## src/sfh_pkg.sv

```systemverilog
/*
  Shared constants and carrier types of the sector flash host sequencer.
  Assumes a 100 MHz system clock and an asynchronous byte-wide flash part on the pins.
*/
package sfh_pkg;
  localparam int CLK_NS       = 10;
  localparam int ADDR_W       = 19;
  localparam int DATA_W       = 8;
  localparam int SECT_BYTES   = 256;
  localparam int SECT_LSB     = 8;
  localparam int POLL_BIT     = 7;
  localparam int TOGGLE_BIT   = 6;
  localparam int SYNC_STAGES  = 2;
  localparam int CMD_WORDS    = 3;

  // Times in their own unit, cycle counts derived from them.
  localparam int T_ACC_NS      = 150;
  localparam int T_WE_PULSE_NS = 100;
  localparam int T_LOAD_GAP_NS = 150000;
  localparam int T_PROG_MS     = 20;
  localparam int T_PWRUP_MS    = 10;
  localparam int NS_PER_MS     = 1000000;
  localparam int ACC_CYC       = (T_ACC_NS + CLK_NS - 1) / CLK_NS;
  localparam int WE_CYC        = (T_WE_PULSE_NS + CLK_NS - 1) / CLK_NS;
  localparam int RD_CYC        = ACC_CYC + SYNC_STAGES + 1;
  localparam int LOAD_GAP_DEF  = T_LOAD_GAP_NS / CLK_NS;
  localparam int PROG_DEF      = (T_PROG_MS * NS_PER_MS) / CLK_NS;
  localparam int PWRUP_DEF     = (T_PWRUP_MS * NS_PER_MS + CLK_NS - 1) / CLK_NS;
  localparam int LOAD_MARGIN   = 64;

  localparam logic [ADDR_W-1:0] ID_MAKER_ADDR = 19'h00000;
  localparam logic [ADDR_W-1:0] ID_PART_ADDR  = 19'h00001;

  typedef enum logic [1:0] {SFH_OP_READ, SFH_OP_PROG, SFH_OP_ID} sfh_op_t;
  typedef enum logic [1:0] {SFH_SEQ_PROG, SFH_SEQ_ID_IN, SFH_SEQ_ID_OUT} sfh_seq_t;

  typedef struct packed {
    sfh_op_t            op;
    logic [ADDR_W-1:0]  addr;
  } sfh_req_t;

  typedef struct packed {
    logic               err;
    logic [2*DATA_W-1:0] data;
  } sfh_rsp_t;

  typedef struct packed {
    logic               ce_n;
    logic               oe_n;
    logic               we_n;
    logic [ADDR_W-1:0]  addr;
    logic [DATA_W-1:0]  dq_out;
    logic               dq_oe;
  } sfh_pins_t;
endpackage

```

## src/sfh_host.sv

```systemverilog
/*
  Host sequencer that reads, sector-programs and identifies an external byte-wide flash.
  Assumes the flash pins are wired straight to pins and dq_in is the resolved data bus level.
*/
`timescale 1ns/100ps
module sfh_host
  import sfh_pkg::*;
#(
  parameter int unsigned LOAD_GAP_CYC = LOAD_GAP_DEF,
  parameter int unsigned PROG_CYC     = PROG_DEF,
  parameter int unsigned PWRUP_CYC    = PWRUP_DEF,
  parameter logic [CMD_WORDS-1:0][ADDR_W-1:0] PROG_CMD_ADDR   = {19'h00003, 19'h00002, 19'h00001},
  parameter logic [CMD_WORDS-1:0][DATA_W-1:0] PROG_CMD_DATA   = {8'h03, 8'h02, 8'h01},
  parameter logic [CMD_WORDS-1:0][ADDR_W-1:0] IDIN_CMD_ADDR   = {19'h00006, 19'h00005, 19'h00004},
  parameter logic [CMD_WORDS-1:0][DATA_W-1:0] IDIN_CMD_DATA   = {8'h06, 8'h05, 8'h04},
  parameter logic [CMD_WORDS-1:0][ADDR_W-1:0] IDOUT_CMD_ADDR  = {19'h00009, 19'h00008, 19'h00007},
  parameter logic [CMD_WORDS-1:0][DATA_W-1:0] IDOUT_CMD_DATA  = {8'h09, 8'h08, 8'h07}
)(
  input  wire logic              clk,
  input  wire logic              resetn,
  input  wire logic              req_valid,
  input  wire sfh_req_t          req,
  output logic                   req_ready,
  input  wire logic              wr_valid,
  input  wire logic [DATA_W-1:0] wr_data,
  output logic                   wr_ready,
  output logic                   rsp_valid,
  output sfh_rsp_t               rsp,
  output sfh_pins_t              pins,
  input  wire logic [DATA_W-1:0] dq_in
);
  localparam int TMR_W = $clog2(PROG_CYC + PWRUP_CYC + LOAD_GAP_CYC + 1);

  if (LOAD_GAP_CYC <= 2 * LOAD_MARGIN || PROG_CYC < 2 || PWRUP_CYC < 1)
  begin : g_bad
    $error("sfh_host: timing parameters too small");
  end

  typedef enum {B_IDLE, B_SETUP, B_STROBE, B_HOLD} sfh_bst_t;
  typedef enum {M_PWRUP, M_IDLE, M_READ, M_CMD, M_LOAD_WAIT, M_LOAD_WR, M_SETTLE,
                M_POLL, M_ID_RD, M_DONE} sfh_mst_t;

  // Selects one word of a command prefix; used for both address and data.
  function automatic logic [ADDR_W+DATA_W-1:0] cmd_word(sfh_seq_t s, logic [1:0] i);
    logic [ADDR_W+DATA_W-1:0] w;
    w = '0;
    case (s)
      SFH_SEQ_PROG:   w = {PROG_CMD_ADDR[i], PROG_CMD_DATA[i]};
      SFH_SEQ_ID_IN:  w = {IDIN_CMD_ADDR[i], IDIN_CMD_DATA[i]};
      SFH_SEQ_ID_OUT: w = {IDOUT_CMD_ADDR[i], IDOUT_CMD_DATA[i]};
      default:        w = '0;
    endcase
    return w;
  endfunction

  // ----------------------------------------------------------------------------
  // Data input synchroniser
  // ----------------------------------------------------------------------------
  logic [DATA_W-1:0] dq_meta;
  logic [DATA_W-1:0] dq_sync;

  always_ff @(posedge clk or negedge resetn)
  begin
    if (!resetn)
    begin
      dq_meta <= '0;
      dq_sync <= '0;
    end
    else
    begin
      dq_meta <= dq_in;
      dq_sync <= dq_meta;
    end
  end

  // ----------------------------------------------------------------------------
  // Bus cycle engine
  // ----------------------------------------------------------------------------
  sfh_bst_t          bst;
  logic [7:0]        bcnt;
  logic              bus_go;
  logic              bus_wr;
  logic [ADDR_W-1:0] bus_addr;
  logic [DATA_W-1:0] bus_data;
  logic              bus_done;
  logic [DATA_W-1:0] bus_rdata;

  // Chip select falls first and rises last, so each strobe pulse sits inside it and
  // the address is settled a cycle before the falling strobe edge.
  always_ff @(posedge clk or negedge resetn)
  begin
    if (!resetn)
    begin
      bst       <= B_IDLE;
      bcnt      <= '0;
      bus_done  <= 1'b0;
      bus_rdata <= '0;
      pins      <= '{ce_n: 1'b1, oe_n: 1'b1, we_n: 1'b1, addr: '0, dq_out: '0, dq_oe: 1'b0};
    end
    else
    begin
      bus_done <= 1'b0;
      case (bst)
        B_IDLE:
          if (bus_go)
          begin
            pins.addr   <= bus_addr;
            pins.dq_out <= bus_data;
            pins.dq_oe  <= bus_wr;
            pins.ce_n   <= 1'b0;
            bst         <= B_SETUP;
          end
        B_SETUP:
        begin
          if (pins.dq_oe)
            pins.we_n <= 1'b0;
          else
            pins.oe_n <= 1'b0;
          bcnt <= '0;
          bst  <= B_STROBE;
        end
        B_STROBE:
        begin
          bcnt <= bcnt + 8'h01;
          if (bcnt == 8'((pins.dq_oe ? WE_CYC : RD_CYC) - 1))
          begin
            pins.we_n <= 1'b1;
            pins.oe_n <= 1'b1;
            if (!pins.dq_oe)
              bus_rdata <= dq_sync;
            bst <= B_HOLD;
          end
        end
        B_HOLD:
        begin
          pins.ce_n  <= 1'b1;
          pins.dq_oe <= 1'b0;
          bus_done   <= 1'b1;
          bst        <= B_IDLE;
        end
        default: bst <= B_IDLE;
      endcase
    end
  end

  // ----------------------------------------------------------------------------
  // Operation sequencer
  // ----------------------------------------------------------------------------
  sfh_mst_t          mst;
  sfh_seq_t          seq;
  logic [1:0]        cidx;
  logic              pend;
  logic              first_poll;
  logic [8:0]        byte_cnt;
  logic [ADDR_W-1:0] sect_addr;
  logic [DATA_W-1:0] last_data;
  logic [DATA_W-1:0] prev_rd;
  logic [TMR_W-1:0]  tmr;
  logic              err;
  logic              wr_take;

  assign wr_take = wr_valid && wr_ready;

  always_ff @(posedge clk or negedge resetn)
  begin
    if (!resetn)
    begin
      mst <= M_PWRUP; seq <= SFH_SEQ_PROG; cidx <= '0; pend <= 1'b0; first_poll <= 1'b0;
      byte_cnt <= '0; sect_addr <= '0; last_data <= '0; prev_rd <= '0; tmr <= '0;
      err <= 1'b0; bus_go <= 1'b0; bus_wr <= 1'b0; bus_addr <= '0; bus_data <= '0;
      req_ready <= 1'b0; wr_ready <= 1'b0; rsp_valid <= 1'b0; rsp <= '0;
    end
    else
    begin
      bus_go    <= 1'b0;
      rsp_valid <= 1'b0;
      tmr       <= tmr + TMR_W'(1);
      if (bus_done)
        pend <= 1'b0;
      case (mst)
        M_PWRUP:
          if (tmr >= TMR_W'(PWRUP_CYC))
          begin
            mst       <= M_IDLE;
            req_ready <= 1'b1;
          end
        M_IDLE:
          if (req_valid && req_ready)
          begin
            req_ready <= 1'b0;
            err       <= 1'b0;
            cidx      <= '0;
            sect_addr <= {req.addr[ADDR_W-1:SECT_LSB], SECT_LSB'(0)};
            bus_addr  <= req.addr;
            byte_cnt  <= '0;
            case (req.op)
              SFH_OP_PROG: begin seq <= SFH_SEQ_PROG; mst <= M_CMD; end
              SFH_OP_ID:   begin seq <= SFH_SEQ_ID_IN; mst <= M_CMD; end
              default:     begin bus_wr <= 1'b0; bus_go <= 1'b1; pend <= 1'b1; mst <= M_READ; end
            endcase
          end
        M_READ:
          if (bus_done)
          begin
            rsp <= '{err: 1'b0, data: {{DATA_W{1'b0}}, bus_rdata}};
            mst <= M_DONE;
          end
        M_CMD:
          if (!pend && !bus_done)
          begin
            {bus_addr, bus_data} <= cmd_word(seq, cidx);
            bus_wr <= 1'b1;
            bus_go <= 1'b1;
            pend   <= 1'b1;
          end
          else if (bus_done)
          begin
            cidx <= cidx + 2'd1;
            if (cidx == 2'(CMD_WORDS - 1))
            begin
              cidx <= '0;
              tmr  <= '0;
              case (seq)
                SFH_SEQ_PROG:  mst <= M_LOAD_WAIT;
                SFH_SEQ_ID_IN: mst <= M_ID_RD;
                default:       mst <= M_DONE;
              endcase
            end
          end
        M_LOAD_WAIT:
          // A stalled byte source is cut off short of the load window so the device never
          // programs a sector the host still believes it is loading.
          if (tmr >= TMR_W'(LOAD_GAP_CYC - LOAD_MARGIN))
          begin
            err      <= 1'b1;
            wr_ready <= 1'b0;
            mst      <= M_SETTLE;
          end
          else if (wr_take)
          begin
            wr_ready  <= 1'b0;
            bus_addr  <= {sect_addr[ADDR_W-1:SECT_LSB], byte_cnt[SECT_LSB-1:0]};
            bus_data  <= wr_data;
            last_data <= wr_data;
            bus_wr    <= 1'b1;
            bus_go    <= 1'b1;
            pend      <= 1'b1;
            mst       <= M_LOAD_WR;
          end
          else
            wr_ready <= 1'b1;
        M_LOAD_WR:
          if (bus_done)
          begin
            tmr      <= '0;
            byte_cnt <= byte_cnt + 9'd1;
            mst      <= (byte_cnt == 9'(SECT_BYTES - 1)) ? M_SETTLE : M_LOAD_WAIT;
          end
        M_SETTLE:
          // Reads are held off until the load window has surely closed.
          if (tmr >= TMR_W'(LOAD_GAP_CYC))
          begin
            tmr        <= '0;
            first_poll <= 1'b1;
            mst        <= M_POLL;
          end
        M_POLL:
          if (!pend && !bus_done)
          begin
            bus_wr <= 1'b0;
            bus_go <= 1'b1;
            pend   <= 1'b1;
          end
          else if (bus_done)
          begin
            prev_rd    <= bus_rdata;
            first_poll <= 1'b0;
            if (!first_poll && bus_rdata[TOGGLE_BIT] == prev_rd[TOGGLE_BIT]
                && bus_rdata[POLL_BIT] == last_data[POLL_BIT])
            begin
              rsp <= '{err: err, data: {{DATA_W{1'b0}}, bus_rdata}};
              mst <= M_DONE;
            end
            else if (tmr >= TMR_W'(PROG_CYC))
            begin
              rsp <= '{err: 1'b1, data: {{DATA_W{1'b0}}, bus_rdata}};
              mst <= M_DONE;
            end
          end
        M_ID_RD:
          if (!pend && !bus_done)
          begin
            bus_addr <= (cidx == 2'd0) ? ID_MAKER_ADDR : ID_PART_ADDR;
            bus_wr   <= 1'b0;
            bus_go   <= 1'b1;
            pend     <= 1'b1;
          end
          else if (bus_done)
          begin
            cidx <= cidx + 2'd1;
            if (cidx == 2'd0)
              rsp.data[2*DATA_W-1:DATA_W] <= bus_rdata;
            else
            begin
              rsp.data[DATA_W-1:0] <= bus_rdata;
              rsp.err              <= 1'b0;
              cidx                 <= '0;
              seq                  <= SFH_SEQ_ID_OUT;
              mst                  <= M_CMD;
            end
          end
        M_DONE:
        begin
          rsp_valid <= 1'b1;
          req_ready <= 1'b1;
          mst       <= M_IDLE;
        end
        default: mst <= M_IDLE;
      endcase
    end
  end

  // ----------------------------------------------------------------------------
  // Checks
  // ----------------------------------------------------------------------------
  property p_load_oe_high;
    @(posedge clk) disable iff (!resetn) !pins.we_n |-> pins.oe_n && !pins.ce_n;
  endproperty
  a_load_oe_high: assert property (p_load_oe_high) else $error("strobe low off select");

  property p_no_contention;
    @(posedge clk) disable iff (!resetn) pins.dq_oe |-> pins.oe_n;
  endproperty
  a_no_contention: assert property (p_no_contention) else $error("data driven on read");

  property p_we_width;
    @(posedge clk) disable iff (!resetn)
      $fell(pins.we_n) |-> !pins.we_n [*8] ##1 !pins.we_n ##1 !pins.we_n ##1 pins.we_n;
  endproperty
  a_we_width: assert property (p_we_width) else $error("write pulse width wrong");

  property p_load_gap;
    @(posedge clk) disable iff (!resetn)
      (mst == M_LOAD_WAIT) |-> tmr <= TMR_W'(LOAD_GAP_CYC - LOAD_MARGIN);
  endproperty
  a_load_gap: assert property (p_load_gap) else $error("load gap too long");

  property p_sector_addr;
    @(posedge clk) disable iff (!resetn)
      $fell(pins.we_n) && mst == M_LOAD_WR
      |-> pins.addr[ADDR_W-1:SECT_LSB] == sect_addr[ADDR_W-1:SECT_LSB];
  endproperty
  a_sector_addr: assert property (p_sector_addr) else $error("sector address moved");

  property p_full_sector;
    @(posedge clk) disable iff (!resetn)
      $rose(mst == M_SETTLE) && !err |-> byte_cnt == 9'(SECT_BYTES);
  endproperty
  a_full_sector: assert property (p_full_sector) else $error("sector not fully loaded");

  property p_prefix_first;
    @(posedge clk) disable iff (!resetn)
      $fell(pins.we_n) && mst == M_CMD && seq == SFH_SEQ_PROG && cidx == 2'd0
      |-> pins.addr == PROG_CMD_ADDR[0] && pins.dq_out == PROG_CMD_DATA[0];
  endproperty
  a_prefix_first: assert property (p_prefix_first) else $error("prefix word wrong");

  property p_prefix_before_load;
    @(posedge clk) disable iff (!resetn)
      $rose(mst == M_LOAD_WAIT) && byte_cnt == 9'd0 |-> $past(mst) == M_CMD && seq == SFH_SEQ_PROG;
  endproperty
  a_prefix_before_load: assert property (p_prefix_before_load) else $error("load no prefix");
endmodule

```

## config.mk

```make
export PLATFORM = sky130hd
export DESIGN_NAME = sfh_host
export DESIGN_NICKNAME = d
export VERILOG_FILES = /design/src/sfh_pkg.sv /design/src/sfh_host.sv
export SDC_FILE = /design/constraint.sdc
export NUM_CORES = 1
export LEC_CHECK = 0
export BUFFER_PORTS_ARGS = -buffer_cell sky130_fd_sc_hd__buf_4
export CORE_MARGIN = 1.5
export CORE_UTILIZATION = 59
export DETAILED_ROUTE_END_ITERATION = 8
export GPL_TIMING_DRIVEN = 0
export PLACE_DENSITY = 0.76
export REMOVE_ABC_BUFFERS = 1
export SLEW_MARGIN = 20
export SYNTH_ARGS = -nofsm -noshare
export SYNTH_HDL_FRONTEND = slang
export SYNTH_SLANG_ARGS = --single-unit
```

## constraint.sdc

```tcl
create_clock -name clk -period 3.2 [get_ports clk]
set_clock_uncertainty 0.15 [all_clocks]
set_input_delay 0.32 -clock clk [delete_from_list [all_inputs] [get_ports clk]]
set_output_delay 0.32 -clock clk [all_outputs]
set_load 0.03 [all_outputs]
```

==> reports/results.tsv <==
metric	value	unit
status	finished, final reports clean	
ant_nets	0	
final_core_util	73.5	%
area_growth	21.1	%
r2r-start	mst[0]	
layout-drive-gt1-share	29.8	%
layout.cells.non_filler	992	
setup_viol	0	
cts_sinks	170	
rows	42	
wl_per_cell	17.7	µm
synth_cell_types	71	
dpl-instance-area	8870	µm²
dieArea	14300	µm²
timing.fmax	338	MHz
syn_avg_cell_area	11.5	µm²
fin_crit_sh	92.5	%
r2r_cells	5	
synth_top_area_share	52.0	%
whs_path_depth	4	
max_cap_viol_count	0	
hold_end	bus_data[1]	
tightest_slew	1.02	ns
die_w	120	µm
hold_class	in2reg	
min_from	wr_data[1]	
place.gp.congestion	0.886	
ctsLongestPathBuffers	2	
final_area	9730	µm²
netlist_area	8030	µm²
cp-end-kind	flop	
post_cts_resized	0	
grt_pass1_wl	29700	µm
overflow	0	
layout_min_cycle_time	2.96	ns
drcViolationCount	0	
synth_most_common_cell	dfrtp_1	
ff2ff_setup_slack	0.24	ns
setup_tns	0	ns
start_kind	flop	
drtIter0Drc	391	
firstDrtPassIters	7	
num_vias	5822	
grt_max_degree	105	
worstPathRequired	3.37	ns
core	13200	µm²
antenna_found_initial	0	
fin_nets	861	
max_stage_delay	0.65	ns
r2r-end	bus_data[3]	
power_density	454	nW/µm²
relSlewSlack	31.8	%
dp_hpwl	11500	µm
worst-path-buf-inv	0	
arrival	3.13	ns
crit_fanout	21	
grtUsageTotal	26.4	%
crit_chain	nor2_1, nand3b_4, a2111oi_4, a21o_1, mux2_2	
diodes	0	
synth_cells	697	
ios	92	
cp.depth	5	
io_buffers	91	
insertion_delay	0.43	ns
yosysSeqAreaShare	53.0	%
vdd.ir_drop.worst	0.386	mV
root_buffer	clkbuf_16	
worstSetupPathType	reg2reg	
yosys-top-cells-count	dfrtp_1, mux2_2, nor2_1, nand2_1, o21ai_0	
critPathTopFamily	compound AO/OA/AOI/OAI gates	
vias_per_cell	5.87	
leakagePower	0.00461	µW
dieHeight	120	µm
cp_slowest_cell	dfrtp_1	
hold_viol	0	
drt-total-wl	17600	µm
synth-edff-count	0	
holdWs	0.0899	ns
slew_violations	0	
synthFlopType	dfrtp_1	
cts_made_buffers	17	
ys_seq_elements	170	
h-tree-depth	4	
ys_async_sr_fraction	100	%
yosysTopAreaCell	dfrtp_1	
cts_tree	done	
grt_pass1_vias	5986	
post-place-cells	935	
yosys-top-cells-area	dfrtp_1, mux2_2, nor2_1, ha_1, nand2_1	
rsz0062_at_grt	false	
path_clk_slew	0.07	ns
initial_utilization	60.6	%
ys_warn_count	0	
-- per-layer routing --
layer  wire [µm]  global-route usage (%)  vias to the layer above
met5           0                       0                        -
met4         403                    10.3                        0
met3         745                    5.04                       36
met2        8920                    44.3                      149
met1        7530                    33.9                     2934
li1            -                       -                     2703
-- state kept, by name, summed over array words and instances, names as in the netlist, 4 cells and up --
| register | cells |
|---|---|
| bcnt | 8 |
| bus_addr | 19 |
| bus_data | 8 |
| bus_rdata | 8 |
| byte_cnt | 9 |
| dq_meta | 8 |
| dq_sync | 8 |
| mst | 4 |
| pins | 31 |
| rsp | 17 |
| sect_addr | 11 |
| tmr | 22 |
-- power breakdown --
group | internal [µW] | total, µW | switching [µW]
clock network | 1120 | 2090 | 967
registers | 2170 | 2180 | 10.5
logic | 71.6 | 148 | 76.6
total | 3360 | 4420 | 1050
-- repair_timing --
item | in CTS | in global routing
hold buffers | 24 | 0
setup buffers | 0 | 0
endpoints found under the hold margin | 86 | 0
setup endpoints to repair | 0 | 2
-- cells by family after synthesis --
group	Yosys count	share of synthesized area (%)
XOR/XNOR	28	3.05
AND/OR/NAND/NOR	203	13.6
flip-flops	170	53.0
AO/OA/AOI/OAI	127	11.7
buffers and inverters	61	3.35
adder cells (fa/ha/maj)	17	2.65
multiplexers	91	12.7
-- tightest hold or removal path, stage by stage --
cell	delay, ns
buf_4	0.08
nor2_1	0.03
nor2_1	0.08
mux2_2	0.14
-- how the worst max path moves through the flow --
| stage | end | slack (ns) | from |
|---|---|---|---|
| after floorplan | tmr[10] | 0.13 | mst[0] |
| after global placement | tmr[18] | -0.95 | mst[0] |
| after detailed placement | bus_addr[0] | 0.08 | mst[3] |
| after CTS | bus_addr[0] | 0.05 | mst[3] |
| after global routing | rsp[4] | 0.08 | mst[2] |
| final | bus_data[3] | 0.24 | mst[0] |
-- cells in the final DEF (no fill, tap or decap), types with 3 or more instances in the layout --
master / count
o22ai_1: 6
nor2_1: 61
a21o_1: 3
inv_1: 26
nand4_1: 8
nand2b_1: 7
xnor2_1: 17
a22o_1: 20
ha_1: 17
buf_6: 4
or3_1: 3
nor3_1: 10
buf_4: 91
o31ai_1: 12
a22oi_1: 3
inv_6: 3
dlygate4sd3_1: 24
o41ai_1: 3
xor2_1: 11
dfrtp_1: 167
nand3b_1: 5
nand2_1: 49
mux2i_1: 7
inv_8: 6
nand3_1: 21
mux2_2: 84
o21ai_0: 30
nor2b_1: 9
and3_1: 4
clkbuf_16: 17
a21oi_1: 21
dfstp_2: 3
a221o_1: 4
-- layout make-up --
class	instances	area (µm²)
clock buffers	17	425
clock inverters	15	179
fillers	910	3510
inverters	26	97.6
multi-input cells	466	3520
flip-flops and latches	170	4260
well taps	176	220
repair buffers	122	1030
-- metrics by stage --
stage	worst slack (ns)	power [µW]
after detailed placement	0.0809	2350
final	0.241	4420
after floorplan	0.132	2240
after global placement	-0.945	2340
after global routing	0.0842	4550
after CTS	0.0538	4440
(Power assumes the default switching activity.)
